## src/core/adc_link_pkg.sv

```systemverilog
// Shared constants and types for the converter serial link
package adc_link_pkg;

  // ************************************************************
  // Clock rates and pin timing
  // ************************************************************
  localparam int CLK_NS            = 50;
  localparam int MCLK_NS           = 48;
  localparam int SCLK_PH_MAX_MCLK  = 10;
  // At least one master clock of slack below the longest phase
  localparam int SCLK_HALF_CYC     =
    (SCLK_PH_MAX_MCLK - 1) * MCLK_NS / CLK_NS;
  localparam int CMD_GAP_MCLK      = 24;
  localparam int CMD_GAP_CYC       =
    (CMD_GAP_MCLK * MCLK_NS + CLK_NS - 1) / CLK_NS;
  localparam int PIN_HOLD_MCLK     = 2;
  // Extra cycle covers phase drift between the two clocks
  localparam int PIN_HOLD_CYC      =
    (PIN_HOLD_MCLK * MCLK_NS + CLK_NS - 1) / CLK_NS + 1;
  localparam int IF_RESET_FALLS    = 64;

  // ************************************************************
  // Conversion timing
  // ************************************************************
  localparam int DATA_PERIOD_DEF   = 4096;
  localparam int FIR_SETTLE_NUM    = 16123;
  localparam int FIR_SETTLE_DEN    = 256;
  localparam int SYNC_SETTLE_MCLK  = 466;
  localparam int RESET_SETTLE_MCLK = 468;

  // ************************************************************
  // Words, commands and configuration
  // ************************************************************
  localparam int RESULT_BITS       = 32;
  localparam int REG_BITS          = 8;
  localparam int REG_COUNT         = 4;
  localparam logic [7:0] CMD_RDATA   = 8'h12;
  localparam logic [2:0] CMD_OP_RREG = 3'h1;
  localparam logic [2:0] CMD_OP_WREG = 3'h2;
  localparam logic [7:0] CFG0_RST      = 8'h01;
  localparam logic [7:0] CFG_OTHER_RST = 8'h00;
  localparam int CFG_FIR_BIT       = 0;
  localparam int CFG_CSYNC_BIT     = 1;

  typedef enum logic [2:0] {
    OP_RDATA = 3'b000,
    OP_RREG  = 3'b001,
    OP_WREG  = 3'b010,
    OP_SYNC  = 3'b011,
    OP_RESET = 3'b100
  } host_op_t;

endpackage

```

## src/core/adc_link_if.sv

```systemverilog
// Pin bundle between converter end and host end
`timescale 1ns/10ps
interface adc_link_if;
  logic sclk;
  logic din;
  logic dout;
  logic conv_ready_n;
  logic sync;
  logic reset_n;
  modport dev (input sclk, input din, input sync, input reset_n,
               output dout, output conv_ready_n);
  modport host (output sclk, output din, output sync, output reset_n,
                input dout, input conv_ready_n);
endinterface

```

## src/core/adc_dev_end.sv

```systemverilog
// Converter end: serial port, sync and reset pins, conversion timing
`timescale 1ns/10ps
// Functional notes
// - Host keeps serial clock phases 0.8-10 master clocks.
// - 64 ready falls with clock low idles port.
// - Host waits 24 master clocks before data.
// - Input taken on rise, output shifts after fall.
// - Result MSB on output when ready falls.
// - Next result within one period after read.
// - Sync pin sampled only on master clock edges.
// - Host holds sync levels two master clocks.
// - Aligned continuous sync clock causes no resync.
// - FIR first result after sync 62.98046875 periods plus 466 (plus 468 after reset).
// - Reset sampled on clock, two low clocks needed.
// - Sync restarts filter and modulator.
// - Reset restores defaults and restarts conversion.
module adc_dev_end #(
  parameter int DATA_PERIOD = adc_link_pkg::DATA_PERIOD_DEF // mclk per word
) (
  input  wire logic                               link_clk,       // master
  input  wire logic                               rst,            // sync, high
  adc_link_if.dev                                 link,           // pins
  input  wire logic [adc_link_pkg::RESULT_BITS-1:0] sample_in,    // filter out
  output logic                                    sample_take,    // captured
  output logic                                    filter_restart, // restart
  output logic                                    fir_sel,        // FIR path
  output logic                                    csync_en        // cont sync
);
  import adc_link_pkg::*;

  localparam int          FIR_SETTLE  =
    DATA_PERIOD * FIR_SETTLE_NUM / FIR_SETTLE_DEN;
  localparam logic [31:0] PERIOD_LAST = 32'(DATA_PERIOD - 1);
  localparam logic [31:0] SYNC_WAIT   = 32'(FIR_SETTLE + SYNC_SETTLE_MCLK);
  localparam logic [31:0] RESET_WAIT  = 32'(FIR_SETTLE + RESET_SETTLE_MCLK);
  localparam logic [31:0] SINC_WAIT   = 32'(DATA_PERIOD);
  localparam logic [3:0]  PIN_IDLE    = 4'h8;

  typedef enum logic [1:0] {
    D_CMD   = 2'b00,
    D_WDATA = 2'b01,
    D_RDOUT = 2'b10
  } dev_state_t;

  function automatic logic [REG_BITS-1:0] cfg_default(input int idx);
    cfg_default = (idx == 0) ? CFG0_RST : CFG_OTHER_RST;
  endfunction

  // ************************************************************
  // Pin synchronisers
  // ************************************************************
  logic [3:0] pin_s1_r;
  logic [3:0] pin_s2_r;
  logic [3:0] pin_s3_r;

  always_ff @(posedge link_clk) begin
    if (rst) begin
      pin_s1_r <= PIN_IDLE;
      pin_s2_r <= PIN_IDLE;
      pin_s3_r <= PIN_IDLE;
    end else begin
      pin_s1_r <= {link.reset_n, link.sync, link.din, link.sclk};
      pin_s2_r <= pin_s1_r;
      pin_s3_r <= pin_s2_r;
    end
  end

  logic sclk_hi;
  logic sclk_rise;
  logic sclk_fall;
  logic din_s;
  logic sync_rise;
  logic rstn_lo;
  assign sclk_hi   = pin_s2_r[0];
  assign sclk_rise = pin_s2_r[0] & ~pin_s3_r[0];
  assign sclk_fall = ~pin_s2_r[0] & pin_s3_r[0];
  assign din_s     = pin_s2_r[1];
  assign sync_rise = pin_s2_r[2] & ~pin_s3_r[2];
  assign rstn_lo   = ~pin_s2_r[3];

  // ************************************************************
  // Serial port and conversion state
  // ************************************************************
  dev_state_t                st_r;
  dev_state_t                st_nxt;
  logic [7:0]                in_r;
  logic [7:0]                in_nxt;
  logic [5:0]                bit_r;
  logic [5:0]                bit_nxt;
  logic [5:0]                len_r;
  logic [5:0]                len_nxt;
  logic [RESULT_BITS-1:0]    out_r;
  logic [RESULT_BITS-1:0]    out_nxt;
  logic                      skip_r;
  logic                      skip_nxt;
  logic                      dout_r;
  logic                      conv_ready_n_r;
  logic                      conv_ready_n_nxt;
  logic                      pend_r;
  logic                      pend_nxt;
  logic [5:0]                rdc_r;
  logic [5:0]                rdc_nxt;
  logic [6:0]                fall_r;
  logic [6:0]                fall_nxt;
  logic [1:0]                addr_r;
  logic [1:0]                addr_nxt;
  logic [REG_BITS-1:0]       cfg_r [REG_COUNT];
  logic [REG_BITS-1:0]       cfg_nxt [REG_COUNT];
  logic [RESULT_BITS-1:0]    latest_r;
  logic [RESULT_BITS-1:0]    latest_nxt;
  logic [31:0]               phase_r;
  logic [31:0]               phase_nxt;
  logic [31:0]               settle_r;
  logic [31:0]               settle_nxt;
  logic [1:0]                rstlo_r;
  logic [1:0]                rstlo_nxt;
  logic                      take_r;
  logic                      take_nxt;
  logic                      restart_r;
  logic                      restart_nxt;
  logic [7:0]                cmd;
  logic                      pin_rst;
  logic                      resync;

  always_comb begin
    st_nxt      = st_r;
    in_nxt      = in_r;
    bit_nxt     = bit_r;
    len_nxt     = len_r;
    out_nxt     = out_r;
    skip_nxt    = skip_r;
    conv_ready_n_nxt    = conv_ready_n_r;
    pend_nxt    = pend_r;
    rdc_nxt     = rdc_r;
    fall_nxt    = fall_r;
    addr_nxt    = addr_r;
    cfg_nxt     = cfg_r;
    latest_nxt  = latest_r;
    take_nxt    = 1'b0;
    restart_nxt = 1'b0;
    cmd         = {in_r[6:0], din_s};
    phase_nxt   = (phase_r == PERIOD_LAST) ? 32'h0000_0000
                                           : phase_r + 32'h0000_0001;
    settle_nxt  = (settle_r != 32'h0000_0000) ? settle_r - 32'h0000_0001
                                              : settle_r;
    // Low reset pin must be seen on two master edges in a row
    rstlo_nxt   = rstn_lo ? ((rstlo_r == 2'(PIN_HOLD_MCLK)) ? rstlo_r
                                                  : rstlo_r + 2'h1) : 2'h0;
    pin_rst     = rstn_lo && (rstlo_r >= 2'(PIN_HOLD_MCLK - 1));
    resync      = sync_rise && !(cfg_r[0][CFG_CSYNC_BIT] &&
                                 phase_r == 32'h0000_0000);

    if (sclk_fall && !skip_r) begin
      out_nxt = {out_r[RESULT_BITS-2:0], 1'b0};
    end

    if (sclk_rise) begin
      skip_nxt = 1'b0;
      in_nxt   = cmd;
      bit_nxt  = bit_r + 6'h01;
      case (st_r)
        D_CMD: begin
          if (!conv_ready_n_r) begin
            rdc_nxt = rdc_r + 6'h01;
            if (rdc_r == 6'(RESULT_BITS - 1)) begin
              conv_ready_n_nxt = 1'b1;
            end
          end
          if (bit_r == 6'(REG_BITS - 1)) begin
            bit_nxt = 6'h00;
            if (cmd == CMD_RDATA) begin
              out_nxt  = latest_r;
              skip_nxt = 1'b1;
              len_nxt  = 6'(RESULT_BITS);
              conv_ready_n_nxt = 1'b1;
              st_nxt   = D_RDOUT;
            end else if (cmd[7:5] == CMD_OP_RREG) begin
              out_nxt  = {cfg_r[cmd[1:0]], {(RESULT_BITS-REG_BITS){1'b0}}};
              skip_nxt = 1'b1;
              len_nxt  = 6'(REG_BITS);
              st_nxt   = D_RDOUT;
            end else if (cmd[7:5] == CMD_OP_WREG) begin
              addr_nxt = cmd[1:0];
              st_nxt   = D_WDATA;
            end
          end
        end
        D_WDATA: begin
          if (bit_r == 6'(REG_BITS - 1)) begin
            cfg_nxt[addr_r] = cmd;
            bit_nxt         = 6'h00;
            st_nxt          = D_CMD;
          end
        end
        default: begin
          if (bit_r == len_r - 6'h01) begin
            bit_nxt = 6'h00;
            st_nxt  = D_CMD;
          end
        end
      endcase
    end

    // Parked result waits while a register word is shifting out
    if (pend_r && st_nxt == D_CMD) begin
      out_nxt  = latest_r;
      skip_nxt = 1'b1;
      pend_nxt = 1'b0;
      conv_ready_n_nxt = 1'b0;
      rdc_nxt  = 6'h00;
    end

    // A superseding result raises ready for one clock in D_CMD, or until a data phase ends, before it drops
    if (settle_r == 32'h0000_0001 ||
        (settle_r == 32'h0000_0000 && phase_r == PERIOD_LAST)) begin
      latest_nxt = sample_in;
      take_nxt   = 1'b1;
      pend_nxt   = 1'b1;
      conv_ready_n_nxt   = 1'b1;
    end

    if (sclk_hi) begin
      fall_nxt = 7'h00;
    end else if (conv_ready_n_r && !conv_ready_n_nxt) begin
      if (fall_r == 7'(IF_RESET_FALLS - 1)) begin
        fall_nxt = 7'h00;
        bit_nxt  = 6'h00;
        st_nxt   = D_CMD;
      end else begin
        fall_nxt = fall_r + 7'h01;
      end
    end

    if (resync || pin_rst) begin
      phase_nxt   = 32'h0000_0000;
      restart_nxt = 1'b1;
      conv_ready_n_nxt    = 1'b1;
      pend_nxt    = 1'b0;
      settle_nxt  = cfg_r[0][CFG_FIR_BIT] ? SYNC_WAIT : SINC_WAIT;
    end
    if (pin_rst) begin
      for (int i = 0; i < REG_COUNT; i++) begin
        cfg_nxt[i] = cfg_default(i);
      end
      settle_nxt = RESET_WAIT;
      st_nxt     = D_CMD;
      bit_nxt    = 6'h00;
      fall_nxt   = 7'h00;
    end
  end

  always_ff @(posedge link_clk) begin
    if (rst) begin
      st_r      <= D_CMD;
      in_r      <= 8'h00;
      bit_r     <= 6'h00;
      len_r     <= 6'h00;
      out_r     <= 32'h0000_0000;
      skip_r    <= 1'b0;
      dout_r    <= 1'b0;
      conv_ready_n_r    <= 1'b1;
      pend_r    <= 1'b0;
      rdc_r     <= 6'h00;
      fall_r    <= 7'h00;
      addr_r    <= 2'h0;
      for (int i = 0; i < REG_COUNT; i++) begin
        cfg_r[i] <= cfg_default(i);
      end
      latest_r  <= 32'h0000_0000;
      phase_r   <= 32'h0000_0000;
      settle_r  <= RESET_WAIT;
      rstlo_r   <= 2'h0;
      take_r    <= 1'b0;
      restart_r <= 1'b0;
    end else begin
      st_r      <= st_nxt;
      in_r      <= in_nxt;
      bit_r     <= bit_nxt;
      len_r     <= len_nxt;
      out_r     <= out_nxt;
      skip_r    <= skip_nxt;
      dout_r    <= out_nxt[RESULT_BITS-1];
      conv_ready_n_r    <= conv_ready_n_nxt;
      pend_r    <= pend_nxt;
      rdc_r     <= rdc_nxt;
      fall_r    <= fall_nxt;
      addr_r    <= addr_nxt;
      cfg_r     <= cfg_nxt;
      latest_r  <= latest_nxt;
      phase_r   <= phase_nxt;
      settle_r  <= settle_nxt;
      rstlo_r   <= rstlo_nxt;
      take_r    <= take_nxt;
      restart_r <= restart_nxt;
    end
  end

  assign link.dout         = dout_r;
  assign link.conv_ready_n = conv_ready_n_r;
  assign sample_take       = take_r;
  assign filter_restart    = restart_r;
  assign fir_sel           = cfg_r[0][CFG_FIR_BIT];
  assign csync_en          = cfg_r[0][CFG_CSYNC_BIT];

endmodule

```

## src/flat_wrapper.sv

```systemverilog
// flat-port wrapper written by rule: the top's interface ports become plain ports
module adc_dev_end_flat import adc_link_pkg::*;
#(
  parameter int DATA_PERIOD = adc_link_pkg::DATA_PERIOD_DEF                 
)
  (link_clk, rst, sample_in, sample_take, filter_restart, fir_sel, csync_en, link_sclk, link_din, link_sync, link_reset_n, link_dout, link_conv_ready_n);
  adc_link_if link_i ();
  input  wire logic link_clk;
  input  wire logic rst;
  input  wire logic [adc_link_pkg::RESULT_BITS-1:0] sample_in;
  output logic sample_take;
  output logic filter_restart;
  output logic fir_sel;
  output logic csync_en;
  input wire logic [$bits(link_i.sclk)-1:0] link_sclk;
  input wire logic [$bits(link_i.din)-1:0] link_din;
  input wire logic [$bits(link_i.sync)-1:0] link_sync;
  input wire logic [$bits(link_i.reset_n)-1:0] link_reset_n;
  output wire logic [$bits(link_i.dout)-1:0] link_dout;
  output wire logic [$bits(link_i.conv_ready_n)-1:0] link_conv_ready_n;
  assign link_i.sclk = link_sclk;
  assign link_i.din = link_din;
  assign link_i.sync = link_sync;
  assign link_i.reset_n = link_reset_n;
  assign link_dout = link_i.dout;
  assign link_conv_ready_n = link_i.conv_ready_n;
  adc_dev_end #(.DATA_PERIOD(DATA_PERIOD)) u_core (.link_clk(link_clk), .rst(rst), .link(link_i), .sample_in(sample_in), .sample_take(sample_take), .filter_restart(filter_restart), .fir_sel(fir_sel), .csync_en(csync_en));
endmodule
```

## config.mk

```make
export PLATFORM = sky130hd
export DESIGN_NAME = adc_dev_end_flat
export DESIGN_NICKNAME = d
export VERILOG_FILES = /design/src/core/adc_link_pkg.sv /design/src/core/adc_link_if.sv /design/src/core/adc_dev_end.sv /design/src/flat_wrapper.sv
export SDC_FILE = /design/constraint.sdc
export NUM_CORES = 1
export LEC_CHECK = 0
export BUFFER_PORTS_ARGS = -buffer_cell sky130_fd_sc_hd__buf_2
export CAP_MARGIN = 20
export CORE_MARGIN = 4
export CORE_UTILIZATION = 45
export DETAILED_ROUTE_END_ITERATION = 10
export PLACE_DENSITY = 0.7
export REMOVE_ABC_BUFFERS = 1
export SYNTH_ARGS = -nofsm -noshare
export SYNTH_HDL_FRONTEND = slang
export SYNTH_SLANG_ARGS = --single-unit
```

## constraint.sdc

```tcl
create_clock -name link_clk -period 2.4 [get_ports link_clk]
set_clock_uncertainty 0.05 [all_clocks]
set_input_delay 0.72 -clock link_clk [delete_from_list [all_inputs] [get_ports link_clk]]
set_output_delay 0.72 -clock link_clk [all_outputs]
set_load 0.005 [all_outputs]
```

# Yosys cells after proc, flatten, opt, wreduce, memory -nomap -nowiden
# Index checks and enable logic that the tools add are counted.
# totals
regBits	215
in_bits	38
out_inout_bits	6
elab_cells	147
# op_classes
addsub	7
n_lt_le_gt_ge	4
n_eq_ne	11
mux	55
bitwise	12
n_reduce_logical	33
# op_table
op	n
2-to-1 mux 32 bit	9
logical NOT 32 bit	2
2-to-1 mux 6 bit	9
adder 32 x 1 -> 32 bit, second input constant	1
bitwise mux 32 bit	1
equality test 32 x 1 -> 1 bit, second input constant	1
equality test 32 x 12 -> 1 bit, second input constant	1
nonzero test 32 bit	1
subtractor 32 x 1 -> 32 bit, second input constant	1
2-to-1 mux 8 bit	3
2-to-1 mux 2 bit	10
2-to-1 mux 1 bit	18
2-to-1 mux 18 bit	1
binary-select mux 8 bit (select 2 bit)	1
demux 8 bit (select 2 bit)	1
adder 6 x 1 -> 6 bit, second input constant	2
OR reduction 2 bit	5
equality test 8 x 5 -> 1 bit, second input constant	1
logical AND 1 bit	8
nonzero test 2 bit	4
adder 7 x 1 -> 7 bit, second input constant	1
equality test 7 x 6 -> 1 bit, second input constant	1
2-to-1 mux 7 bit	1
NOT 1 bit	7
other kinds (22)	32

# Depth between registers and ports, before layout
# Gate-level depths: netlist of the first run.
# depth
word_depth	15
depth_mapped	10
ltp_nobuf	8

# Worst setup path before layout of the first run
# OpenSTA, ideal clock, no wires.
# synth_timing
kind	register to register
startpoint	reg u_core.bit_r[3]
endpoint	reg u_core.fall_r[4]
setup_ns	0.070
t_arrival_ns	2.484
t_required_ns	2.280
path_slack_ns	-0.205
path_stages_with_launch	9
period_less_slack_ns	2.605
cell_sequence	dfxtp_1 > buf_6 > or3b_1 > mux2_4 > o21a_4 > or4b_4 > buf_6 > or4_1 > a21oi_1
# synth_between
elab_chain_len	10
# synth_rtl
item	line_no	rtl
start, declared	adc_dev_end.sv:88	logic [5:0] bit_r;
start signal, assigned	adc_dev_end.sv:278	bit_r <= bit_nxt;
equality test 6 bit or equality test 6 x 3 -> 1 bit (tied branches)	adc_dev_end.sv:196, adc_dev_end.sv:169, adc_dev_end.sv:189	
2-to-1 mux 2 bit, on equally long branches	adc_dev_end.sv:196, adc_dev_end.sv:169, adc_dev_end.sv:189	
case mux 2 bit (2 select lines)	adc_dev_end.sv:161	case (st_r)
2-to-1 mux 2 bit	adc_dev_end.sv:157	if (sclk_rise) begin
logical NOT 2 bit	adc_dev_end.sv:205	if (pend_r && st_nxt == D_CMD) begin
logical AND 1 bit	adc_dev_end.sv:205	
2-to-1 mux 1 bit (*)	adc_dev_end.sv:205	
2-to-1 mux 1 bit (*)	adc_dev_end.sv:214	if (settle_r == 32'h0000_0001 ||
logical NOT 1 bit (*)	adc_dev_end.sv:224	end else if (conv_ready_n_r && !conv_ready_n_nxt) begin
logical AND 1 bit (*)	adc_dev_end.sv:224	
end signal, assigned	adc_dev_end.sv:286	fall_r <= fall_nxt;
end, declared	adc_dev_end.sv:103	logic [6:0] fall_r;
# Every way passes the cells marked *; elsewhere a longest branch is shown, timed or not.
# A chain may end at the register's enable or synchronous reset.

# Final worst setup path of the first run
# layout_timing
startpoint	reg u_core.settle_r[21]
endpoint	reg u_core.latest_r[21]
# layout_between
elab_chain_len	3
# layout_rtl
item	line_no	rtl
start, declared	adc_dev_end.sv:113	logic [31:0] settle_r;
start signal, assigned	adc_dev_end.sv:291	settle_r <= settle_nxt;
logical NOT 32 bit	adc_dev_end.sv:215	(settle_r == 32'h0000_0000 && phase_r == PERIOD_LAST)) begin
logical AND 1 bit	adc_dev_end.sv:215	
logical OR 1 bit (*)	adc_dev_end.sv:214	
end signal, assigned	adc_dev_end.sv:289	latest_r <= latest_nxt;
end, declared	adc_dev_end.sv:109	logic [RESULT_BITS-1:0] latest_r;
# Marks and branches as above.

==> impl_results.md, run 1 <==
- Netlist Area Pre-Place: between 9000 and 10000 sq um
- Vias in the first global route: roughly 7k
- CP most frequent cell: buf_12
- Largest net degree at the start of global routing: 40
- Simple-Gate Fraction of Synth Area: 22.61%
- Status: finished with violations
- MaxCap Viol Count: 0
- Setup WS post-layout: -52.60 ps
- Clock Sinks: 209
- Synth async-reset ratio: 0%
- FILL cells: 1653
- Adder-Cell Fraction of Synth Area: roughly 1.2%
- Family with the most delay on the worst path: simple AND/OR/NAND/NOR gates
- P&R area growth vs syn: 27.74%
- # hold bufs at CTS: 0
- F_max: 407.7 MHz
- IO Count: 44
- Failing checks: negative setup slack
- Count of pins over their slew limit: 0
- Mapped Cells: around 1.0k
- Worst-Margin Slew: approximately 700 ps
- Top post-synthesis cells by count: 209 x dfxtp_1, 125 x nor2_1, 121 x nand2_1
- Largest stage delay on the critical path: roughly 550 ps
- Max-slew headroom: 52.04%
- Final net count: about 1.2k
- Initial antenna violation count: 0
- Post-Synth XOR/XNOR Area: 5.767%
- Htree depth: 1
- Final ANT Viol Nets: 0
- Minimum clock period after layout: between 2000 and 2500 ps
- Inserted Diodes: 0
- Die width: about 150 um
- Post-synth top area share: between 40% and 50%
- Post-synth EDFFs: 0
- Unrepaired setup endpoints after global routing: yes
- Final core area utilization: 59.03%
- Crit path kind: reg2reg
- Vias: around 7.6k
- Power per cell area: 646.0 nW/um^2
- First-pass GRT wire length: 34120 um
- Syn Area/Cell: between 9 and 10 sq um
- Hpwl dp: 13740 um
- Reg clk slew, reported paths: 60 ps
- Top cell type by total area after synthesis: dfxtp_1
- Clock tree buffer depth: 3
- Synth area leaders: dfxtp_1 46%, mux2i_1 7.1%, nor2_1 5.1%
- I/O Buffers: 43
- Routability cong.: 0.9040
- Final cell count without fillers: 1412
- Initial DRC count: 368
- Post-synth cell types: 71
- Worst hold path type: reg2reg
- Grt total ovfl: 0
- Dominant synthesized flop cell: dfxtp_1
- Final Hold Viols: 0
- Number of cells after detailed placement: 1355
- Avg WL per Cell: 15.66 um
- Initial Utilization: 46.21%
- Crit path max fanout: 10
- Most common cell in the netlist: dfxtp_1
- Period utilization: 102.2%
- Critical-path cell list: or4_4 > nor4_4 > nand4_4 > o32ai_4 > buf_12 > buf_12 > nand2_1 > a21oi_1
- Die area: between 20000 and 25000 sq um
- Setup-failing EPs final: 15
- Hold WS: around 360 ps
- Share of post-route cells with drive strength above 1: between 20% and 30%
- Final WL: 22110 um
- Setup crit end kind: flop
- DR pass1 iterations: 5
- Latest clock arrival within the worst-skew pair: 510 ps
- Core area: around 20000 sq um
- Total negative slack: -320.4 ps
- Multiplexer share of the synthesized area: 9.405%
- YS warnings: 0
- Pleak: 4.179 nW
- Cell at the slowest stage of the critical path: or4_4
- WP data arrival: 2820 ps
- WP buf/inv: 2
- Die Ht: 150.3 um
- CTS buffer count: 23
- Root buffer cell: clkbuf_16
- DRC violations left: 0
- TritonCTS clock tree: built
- Peak VDD IR: between 400 and 500 uV
- Critical path launch point type: flop
- Total power: ~0.0075 W
- Worst Path Required: 2770 ps
- #FFs+latches synth: 209
- GRT Total Usage: 17.95%
- Seq/Total Area, Yosys: 45.92%
- Post-DR vias/cell: roughly 5.4
- Site Rows: 51
- Main combinational cell family by area after synthesis: simple AND/OR/NAND/NOR gates
- Complex-gate fraction of the synthesized area: 11.53%
==> registers in the layout, indices dropped and copies added, names as in the netlist, 6 cells and up <==
| signal | cells |
|---|---|
| u_core.phase_r | 32 |
| u_core.settle_r | 32 |
| u_core.in_r | 7 |
| u_core.bit_r | 6 |
| u_core.cfg_r | 30 |
| u_core.out_r | 31 |
| u_core.latest_r | 32 |
| u_core.fall_r | 7 |
| u_core.rdc_r | 6 |
==> final timing paths <==
| path | cells past startpoint | start | slack (ps) | endpoint |
|---|---|---|---|---|
| max | 8 | u_core.settle_r[21] | -50 | u_core.latest_r[21] |
| min | 1 | u_core.pin_s1_r[3] | 360 | u_core.pin_s2_r[3] |
| max reg2reg | 8 | u_core.settle_r[21] | -50 | u_core.latest_r[21] |
| min reg2reg | 1 | u_core.pin_s1_r[3] | 360 | u_core.pin_s2_r[3] |
==> where the power goes <==
part	leakage [nW]	switching, W	internal [W]
Clock	0.372	0.00138	0.00229
Combinational	2.12	0.000184	0.000125
Sequential	1.69	0.0000331	0.00350
Total	4.18	0.00160	0.00592
==> through the flow <==
stage | setup slack, ps | cell area, sq um
detailed placement | -108.4 | 10230
global route | -119.4 | 11640
finish | -52.60 | 11640
global placement | -75.02 | 10230
CTS | -39.87 | 11080
floorplan | -2193 | 8862
==> logic make-up (layout without fill, tap and decap cells) <==
family | Yosys count | after routing
AND/OR/NAND/NOR | 420 | 420
flip-flops | 209 | 209
AO/OA/AOI/OAI | 158 | 158
buffers and inverters | 76 | 216
multiplexers | 75 | 75
XOR/XNOR | 60 | 60
adder cells (fa/ha/maj) | 9 | 9
==> repair_timing <==
| item | in CTS | in global routing |
|---|---|---|
| setup buffers | 1 | 5 |
| pin swaps | 3 | 22 |
| gates resized for setup | 12 | 79 |
| hold endpoints to repair | 0 | 0 |
| setup endpoints to repair | 57 | 95 |
| gates cloned | 0 | 10 |
==> cells in the final DEF, fill, tap and decap left out, drive strengths merged, types with 27 or more instances in the layout <==
master and instances:
buf 151, clkbuf 40, a21oi 69, nand3 29, dfxtp 209, nor3 27
xor2 33, xnor2 27, mux2i 65, nand2 121, nor2 125
==> metal layers <==
metal | track usage, % | share of wire (%) | routed length (um) | up-vias
met2 | 29.18 | 47 | 10480 | 150
met4 | 5.169 | 2.0 | 441 | 0
met1 | 24.82 | 46 | 10250 | 3636
met3 | 2.739 | 4.2 | 935 | 35
met5 | 0 | 0 | 0 | -
li1 | - | - | - | 3801
==> cell type report <==
type	count	area [sq um]	share of cell area [%]
Clock buffer	35	650.6	5.590
Clock inverter	6	135.1	1.161
Inverter	19	71.32	0.6127
Multi-Input combinational cell	722	4994	42.90
Sequential cell	209	4194	36.03
Tap cell	265	331.6	2.849
Timing Repair Buffer	156	1264	10.86
No activity file was read; power rests on OpenSTA's default activity.
==> run 2: changes to the inputs <==
- GPL_TIMING_DRIVEN: unset -> 0
- MAX_ROUTING_LAYER: unset -> met4
- PLACE_DENSITY: 0.7 -> 0.62
==> impl_results.md, run 2 (synthesized netlist as in run 1, its figures left out) <==
- Reg2reg path depth: 6 (-2)
- Vias in the first global route: 6932 (-3.1%)
- Initial Utilization: 46.21% (unchanged)
- Power per cell area: 613.8 nW/um^2 (-5.0%)
- Crit path kind: reg2reg
- Initial antenna violation count: 0 (unchanged)
- Die Ht: 150.3 um (unchanged)
- Worst hold path type: in2reg
- Pleak: 4.184 nW (+0.11%)
- Minimum clock period after layout: 2523 ps (+70.59 ps)
- WP data arrival: 2920 ps (+100 ps)
- Worst-Margin Slew: 752.0 ps (+39.21 ps)
- Family with the most delay on the worst path: simple AND/OR/NAND/NOR gates
- MaxCap Viol Count: 0 (unchanged)
- Crit path max fanout: 6 (-4)
- TritonCTS clock tree: built
- Critical R2R Capture: u_core.fall_r[0]
- Hpwl dp: 12660 um (-7.8%)
- Max-slew headroom: 49.86% (-2.2 points)
- Critical path launch point type: flop
- Reg2reg start: u_core.bit_r[3]
- WP buf/inv: 0 (-2)
- Initial DRC count: 485 (+32%)
- Clock Sinks: 209 (unchanged)
- Count of pins over their slew limit: 0 (unchanged)
- First-pass GRT wire length: 35050 um (+2.7%)
- DR pass1 iterations: 5 (unchanged)
- Htree depth: 1 (unchanged)
- Core area: 19720 sq um (unchanged)
- Inserted Diodes: 0 (unchanged)
- Failing checks: negative setup slack
- Setup WS post-layout: -123.2 ps (-70.59 ps)
- Period utilization: 105.1% (+2.9 points)
- Critical-path cell list: or3b_1 > mux2_4 > o21a_4 > or4b_4 > or4_4 > a21oi_2
- Area post-placement: 9552 sq um (-6.6%)
- P&R area growth vs syn: 30.26%
- Final WL: 23380 um (+5.7%)
- Clock tree buffer depth: 3 (unchanged)
- Die area: 22590 sq um (unchanged)
- Total negative slack: -1486 ps (-1165 ps)
- Top Registers: u_core.latest_r x32, u_core.phase_r x32, u_core.settle_r x32
- GRT Total Usage: 19.34% (+1.4 points)
- Worst Path Required: 2800 ps (+30 ps)
- Status: finished with violations
- Most common cell after layout, fill and taps aside: dfxtp_1
- Root buffer cell: clkbuf_16
- HP Start: link_reset_n
- Post-DR vias/cell: 5.607 (+3.9%)
- Peak VDD IR: 397.9 uV (-20%)
- Most frequent cells in the layout: 195 x dfxtp_1, 119 x nor2_1, 86 x nand2_1
- Die width: 150.3 um (unchanged)
- Design area: 11870 sq um (+2.0%)
- Unrepaired setup endpoints after global routing: yes
- Setup crit end kind: flop
- Grt total ovfl: 0 (unchanged)
- # hold bufs at CTS: 0 (unchanged)
- F_max: 396.3 MHz (-2.8%)
- Site Rows: 51 (unchanged)
- Cell at the slowest stage of the critical path: or4b_4
- Latest clock arrival within the worst-skew pair: 520 ps (about the same)
- Final net count: 1128 (-4.2%)
- Avg WL per Cell: 17.18 um (+9.7%)
- Final cell count without fillers: 1361 (-3.6%)
- Total power: 0.007286 W (-3.1%)
- Routability cong.: 0.8208 (-9.2%)
- Vias: 7631 (+0.12%)
- Reg2reg setup slack: -120 ps (-70 ps)
- Hold path depth: 2 (+1)
- Setup-failing EPs final: 32 (+17)
- Largest net degree at the start of global routing: 46 (+15%)
- Hold EP: u_core.pin_s1_r[3]
- Final ANT Viol Nets: 0 (unchanged)
- I/O Buffers: 43 (unchanged)
- DRC violations left: 0 (unchanged)
- Reg clk slew, reported paths: 60 ps (about the same)
- Share of post-route cells with drive strength above 1: 28.47% (+3.8 points)
- Largest stage delay on the critical path: 580 ps (+30 ps)
- Number of cells after detailed placement: 1266 (-6.6%)
- IO Count: 44 (unchanged)
- CTS buffer count: 23 (unchanged)
- Final Hold Viols: 0 (unchanged)
## run 2: cell types whose count changed in the layout (fill, tap and decap cells not counted), moves of 5 or more
cell	change
a21oi_1	-20
a21oi_2	+20
buf_4	-66
buf_6	+6
clkbuf_1	-7
clkinv_2	+8
dfxtp_1	-8
dfxtp_4	+5
nand2_1	-16
nand2_2	-5
nand2_4	+21
nor2_1	-5
o32a_4	+5
## run 2: final cells by class
| class | instances | area [sq um] |
|---|---|---|
| fill | 1651 | 7848 |
| multi-input combinational | 732 | 5674 |
| timing repair buffer | 96 | 850.8 |
| inverter | 19 | 71.32 |
| tap | 265 | 331.6 |
| clock buffer | 29 | 638.1 |
| sequential | 209 | 4217 |
| clock inverter | 11 | 87.58 |
## run 2: stage by stage
| stage | worst slack, ps | util (%) | hold slack, ps |
|---|---|---|---|
| floorplan | -2193 | - | 339.5 |
| global placement | -3598 | 47.72 | 360.5 |
| detailed placement | -1091 | 48.44 | 356.6 |
| CTS | -76.82 | 55.35 | 336.3 |
| global route | -205.2 | 60.20 | 343.3 |
| finish | -123.2 | 60.20 | 351.5 |
## run 2: repair_timing
action,CTS,global route
pin swaps,22,96
endpoints found under the setup margin,173,159
resized for setup,75,158
cloned,5,9
setup buffers,24,19
endpoints found under the hold margin,0,0
## run 2: power breakdown
part           total, W  internal, W  switching [W]  leakage (nW)
Clock           0.00341      0.00199        0.00142         0.369
Combinational  0.000331     0.000125       0.000206          2.12
Sequential      0.00355      0.00350      0.0000507          1.70
Total           0.00729      0.00561        0.00168          4.18
## run 2: how the worst max path moves through the flow
stage                       endpoint           startpoint  depth (start not counted)  slack, ps
finish              u_core.fall_r[0]      u_core.bit_r[3]                          6       -120
global route        u_core.fall_r[6]   u_core.pin_s2_r[1]                          7       -210
CTS                 u_core.fall_r[0]      u_core.bit_r[4]                          6        -80
detailed placement   u_core.bit_r[5]  u_core.settle_r[24]                          6      -1090
global placement    u_core.link.dout   u_core.pin_s2_r[0]                          4      -3600
floorplan           u_core.out_r[30]   u_core.pin_s2_r[0]                          4      -2190
## run 2: routing by layer
layer  track usage, %  up-vias  share of wire, %
met1            26.80     3694                46
met5                -        -                 0
li1                 -     3740                 -
met2            30.37      169                48
met3            2.559       28               4.6
met4            4.346        0               1.2
==> run 3: changes to the inputs <==
--- a/config.mk
+++ b/config.mk
@@ -7,2 +7,3 @@
 export LEC_CHECK = 0
+export ABC_AREA = 1
 export BUFFER_PORTS_ARGS = -buffer_cell sky130_fd_sc_hd__buf_2
@@ -14,3 +15,3 @@
 export MAX_ROUTING_LAYER = met4
-export PLACE_DENSITY = 0.62
+export PLACE_DENSITY = 0.72
 export REMOVE_ABC_BUFFERS = 1
--- a/constraint.sdc
+++ b/constraint.sdc
@@ -4,2 +4,2 @@
 set_output_delay 0.72 -clock link_clk [all_outputs]
-set_load 0.005 [all_outputs]
+set_load 0.01 [all_outputs]
==> impl_results.md, run 3 <==
- FILL cells: 2036 (+23%)
- Simple-Gate Fraction of Synth Area: 28.48% (+5.9 points)
- Pleak: 4.539 nW (+8.5%)
- Site Rows: 54 (+5.9%)
- Mapped Cells: 1298 (+29%)
- YS warnings: 0 (unchanged)
- Complex-gate fraction of the synthesized area: 15.80% (+4.3 points)
- Hpwl dp: 14200 um (+12%)
- Die width: 156.8 um (+4.3%)
- DRC violations left: 0 (unchanged)
- Die area: 24590 sq um (+8.8%)
- Final core area utilization: 52.49% (-7.7 points)
- TritonCTS clock tree: built
- Initial antenna violation count: 0 (unchanged)
- Count of pins over their slew limit: 0 (unchanged)
- Final cell count without fillers: 1646 (+21%)
- Final ANT Viol Nets: 0 (unchanged)
- Final net count: 1399 (+24%)
- Worst Path Required: 2780 ps (-20 ps)
- Dominant synthesized flop cell: dfxtp_1
- Final Hold Viols: 0 (unchanged)
- Main combinational cell family by area after synthesis: simple AND/OR/NAND/NOR gates
- Post-synth EDFFs: 0 (unchanged)
- Post-synth top area share: 41.99% (-3.9 points)
- Reg clk slew, reported paths: 60 ps (about the same)
- Reg2reg path depth: 11 (+5)
- Peak VDD IR: 617.2 uV (+55%)
- Crit path max fanout: 16 (+10)
- Hold WS: 356.0 ps (+4.484 ps)
- IO Count: 44 (unchanged)
- Netlist Area Pre-Place: 9965 sq um (+9.4%)
- Crit path kind: reg2reg
- Critical R2R Capture: u_core.settle_r[29]
- Grt total ovfl: 0 (unchanged)
- Final WL: 21670 um (-7.3%)
- Top post-synthesis cells by count: 255 x nand2_1, 209 x dfxtp_1, 177 x nor2_1
- Post-Synth XOR/XNOR Area: 3.955% (-1.8 points)
- Number of cells after detailed placement: 1578 (+25%)
- Power per cell area: 647.5 nW/um^2 (+5.5%)
- WP data arrival: 2590 ps (-330 ps)
- F_max: 450.8 MHz (+14%)
- Most common cell in the netlist: nand2_1
- Synth async-reset ratio: 0% (unchanged)
- Worst Setup SP: u_core.phase_r[0]
- Worst-Margin Slew: 752.9 ps (+0.8970 ps)
- Most frequent cells in the layout: 252 x nand2_1, 205 x dfxtp_1, 174 x nor2_1
- Critical Path Sink: u_core.settle_r[29]
- Multiplexer share of the synthesized area: 0% (-9.4 points)
- Status: finished, final reports clean
- Total power: 0.007418 W (+1.8%)
- DR pass1 iterations: 5 (unchanged)
- #FFs+latches synth: 209 (unchanged)
- Syn Area/Cell: 7.677 sq um (-15%)
- Total negative slack: 0 ps (+1486 ps)
- Core area: 21820 sq um (+11%)
- MaxCap Viol Count: 0 (unchanged)
- Synth area leaders: dfxtp_1 42%, nand2_1 9.6%, nor2_1 6.7%
- Htree depth: 1 (unchanged)
- Root buffer cell: clkbuf_16
- Vias: 8385 (+9.9%)
- Top cell type by total area after synthesis: dfxtp_1
- P&R area growth vs syn: 14.97%
- First-pass GRT wire length: 36660 um (+4.6%)
- Most common cell after layout, fill and taps aside: nand2_1
- Clock tree buffer depth: 3 (unchanged)
- Largest net degree at the start of global routing: 38 (-17%)
- Share of post-route cells with drive strength above 1: 19.62% (-8.8 points)
- Inserted Diodes: 0 (unchanged)
- CTS buffer count: 23 (unchanged)
- Routability cong.: 0.8645 (+5.3%)
- Critical path launch point type: flop
- Die Ht: 156.8 um (+4.3%)
- Reg2reg setup slack: 180 ps (+300 ps)
- I/O Buffers: 43 (unchanged)
- Initial Utilization: 45.66% (-0.55 points)
- Post-DR vias/cell: 5.094 (-9.1%)
- Seq/Total Area, Yosys: 41.99% (-3.9 points)
- Top Registers: u_core.latest_r x32, u_core.phase_r x32, u_core.settle_r x32
- # hold bufs at CTS: 0 (unchanged)
- Setup-failing EPs final: 0 (-100%)
- Minimum clock period after layout: 2218 ps (-304.9 ps)
- GRT Total Usage: 18.03% (-1.3 points)
- Reg2reg start: u_core.phase_r[0]
- Clock Sinks: 209 (unchanged)
- Setup crit end kind: flop
- Adder-Cell Fraction of Synth Area: 1.130% (-0.11 points)
- Initial DRC count: 434 (-11%)
- Post-synth cell types: 61 (-14%)
- Vias in the first global route: 7851 (+13%)
- Worst hold path type: reg2reg
- Period utilization: 92.43% (-13 points)
- Max-slew headroom: 49.75% (-0.12 points)
- Avg WL per Cell: 13.16 um (-23%)
- Latest clock arrival within the worst-skew pair: 510 ps (about the same)
run 3: cell count changes after synthesis, moves of 38 or more:
cell | before | now
nor2_1 | 125 | 177
mux2i_1 | 65 | 0
nand2_1 | 121 | 255
inv_1 | 19 | 123
a21oi_1 | 69 | 107
o21ai_0 | 10 | 58
run 3: final cells by class:
cell class / count / area [sq um] / area share (%)
sequential: 209 / 4189 / 36.57
inverter: 149 / 585.6 / 5.111
timing repair inverter: 1 / 5.005 / 0.04369
tap: 280 / 350.3 / 3.058
timing repair buffer: 73 / 540.5 / 4.718
multi-input combinational: 895 / 5041 / 44.00
clock inverter: 6 / 61.31 / 0.5352
clock buffer: 33 / 683.2 / 5.963
run 3: metrics by stage:
step	instance area (sq um)	setup WS, ps
after detailed placement	10320	-1095
after floorplan	9667	-639.8
after global routing	11460	-3.991
after global placement	10230	-1848
final	11460	181.7
after CTS	11230	14.70
run 3: metal layers:
| layer | global-route usage (%) | wire [um] | vias up |
|---|---|---|---|
| li1 | - | - | 4340 |
| met2 | 30.44 | 10360 | 129 |
| met5 | - | 0 | - |
| met4 | 4.835 | 518 | 0 |
| met3 | 2.765 | 759 | 46 |
| met1 | 22.56 | 10030 | 3870 |
run 3: cells by family after synthesis:
family                     after synthesis
buffers and inverters                  195
xor gates and xnor gates                45
AOI/OAI and AO/OA                      243
adders and majority gates                9
and+or+nand+nor                        597
DFF                                    209
run 3: worst min-delay path by stage:
stage                       startpoint                  to  slack, ps  depth (start not counted)
floorplan           u_core.pin_s1_r[0]  u_core.pin_s2_r[0]        340                          2
global placement    u_core.pin_s1_r[1]  u_core.pin_s2_r[1]        340                          2
detailed placement  u_core.pin_s1_r[0]  u_core.pin_s2_r[0]        360                          2
CTS                           link_din  u_core.pin_s1_r[1]        350                          3
global route              link_reset_n  u_core.pin_s1_r[3]        360                          2
finish              u_core.pin_s1_r[1]  u_core.pin_s2_r[1]        360                          2
run 3: critical path: stages, from the launching register on:
cell and delay [ps]:
dfxtp_2 340, inv_1 60, ha_1 130, inv_1 40
nor4_2 160, nand3_1 170, o21ai_4 250, nand2_8 130
nor2_4 210, clkinvlp_4 230, buf_4 190, nor3_1 160
run 3: repair_timing:
| action | 4_1_cts | 5_1_grt |
|---|---|---|
| endpoints found under the setup margin | 137 | 134 |
| hold endpoints to repair | 0 | 0 |
| cloned | 2 | 0 |
| resized for setup | 11 | 26 |
| setup buffers | 12 | 15 |
| pin swaps | 4 | 6 |
run 3: where the power goes:
part	internal [W]	switching [W]
sequential	0.00352	0.0000442
clock	0.00207	0.00139
combinational	0.000147	0.000247
total	0.00574	0.00168
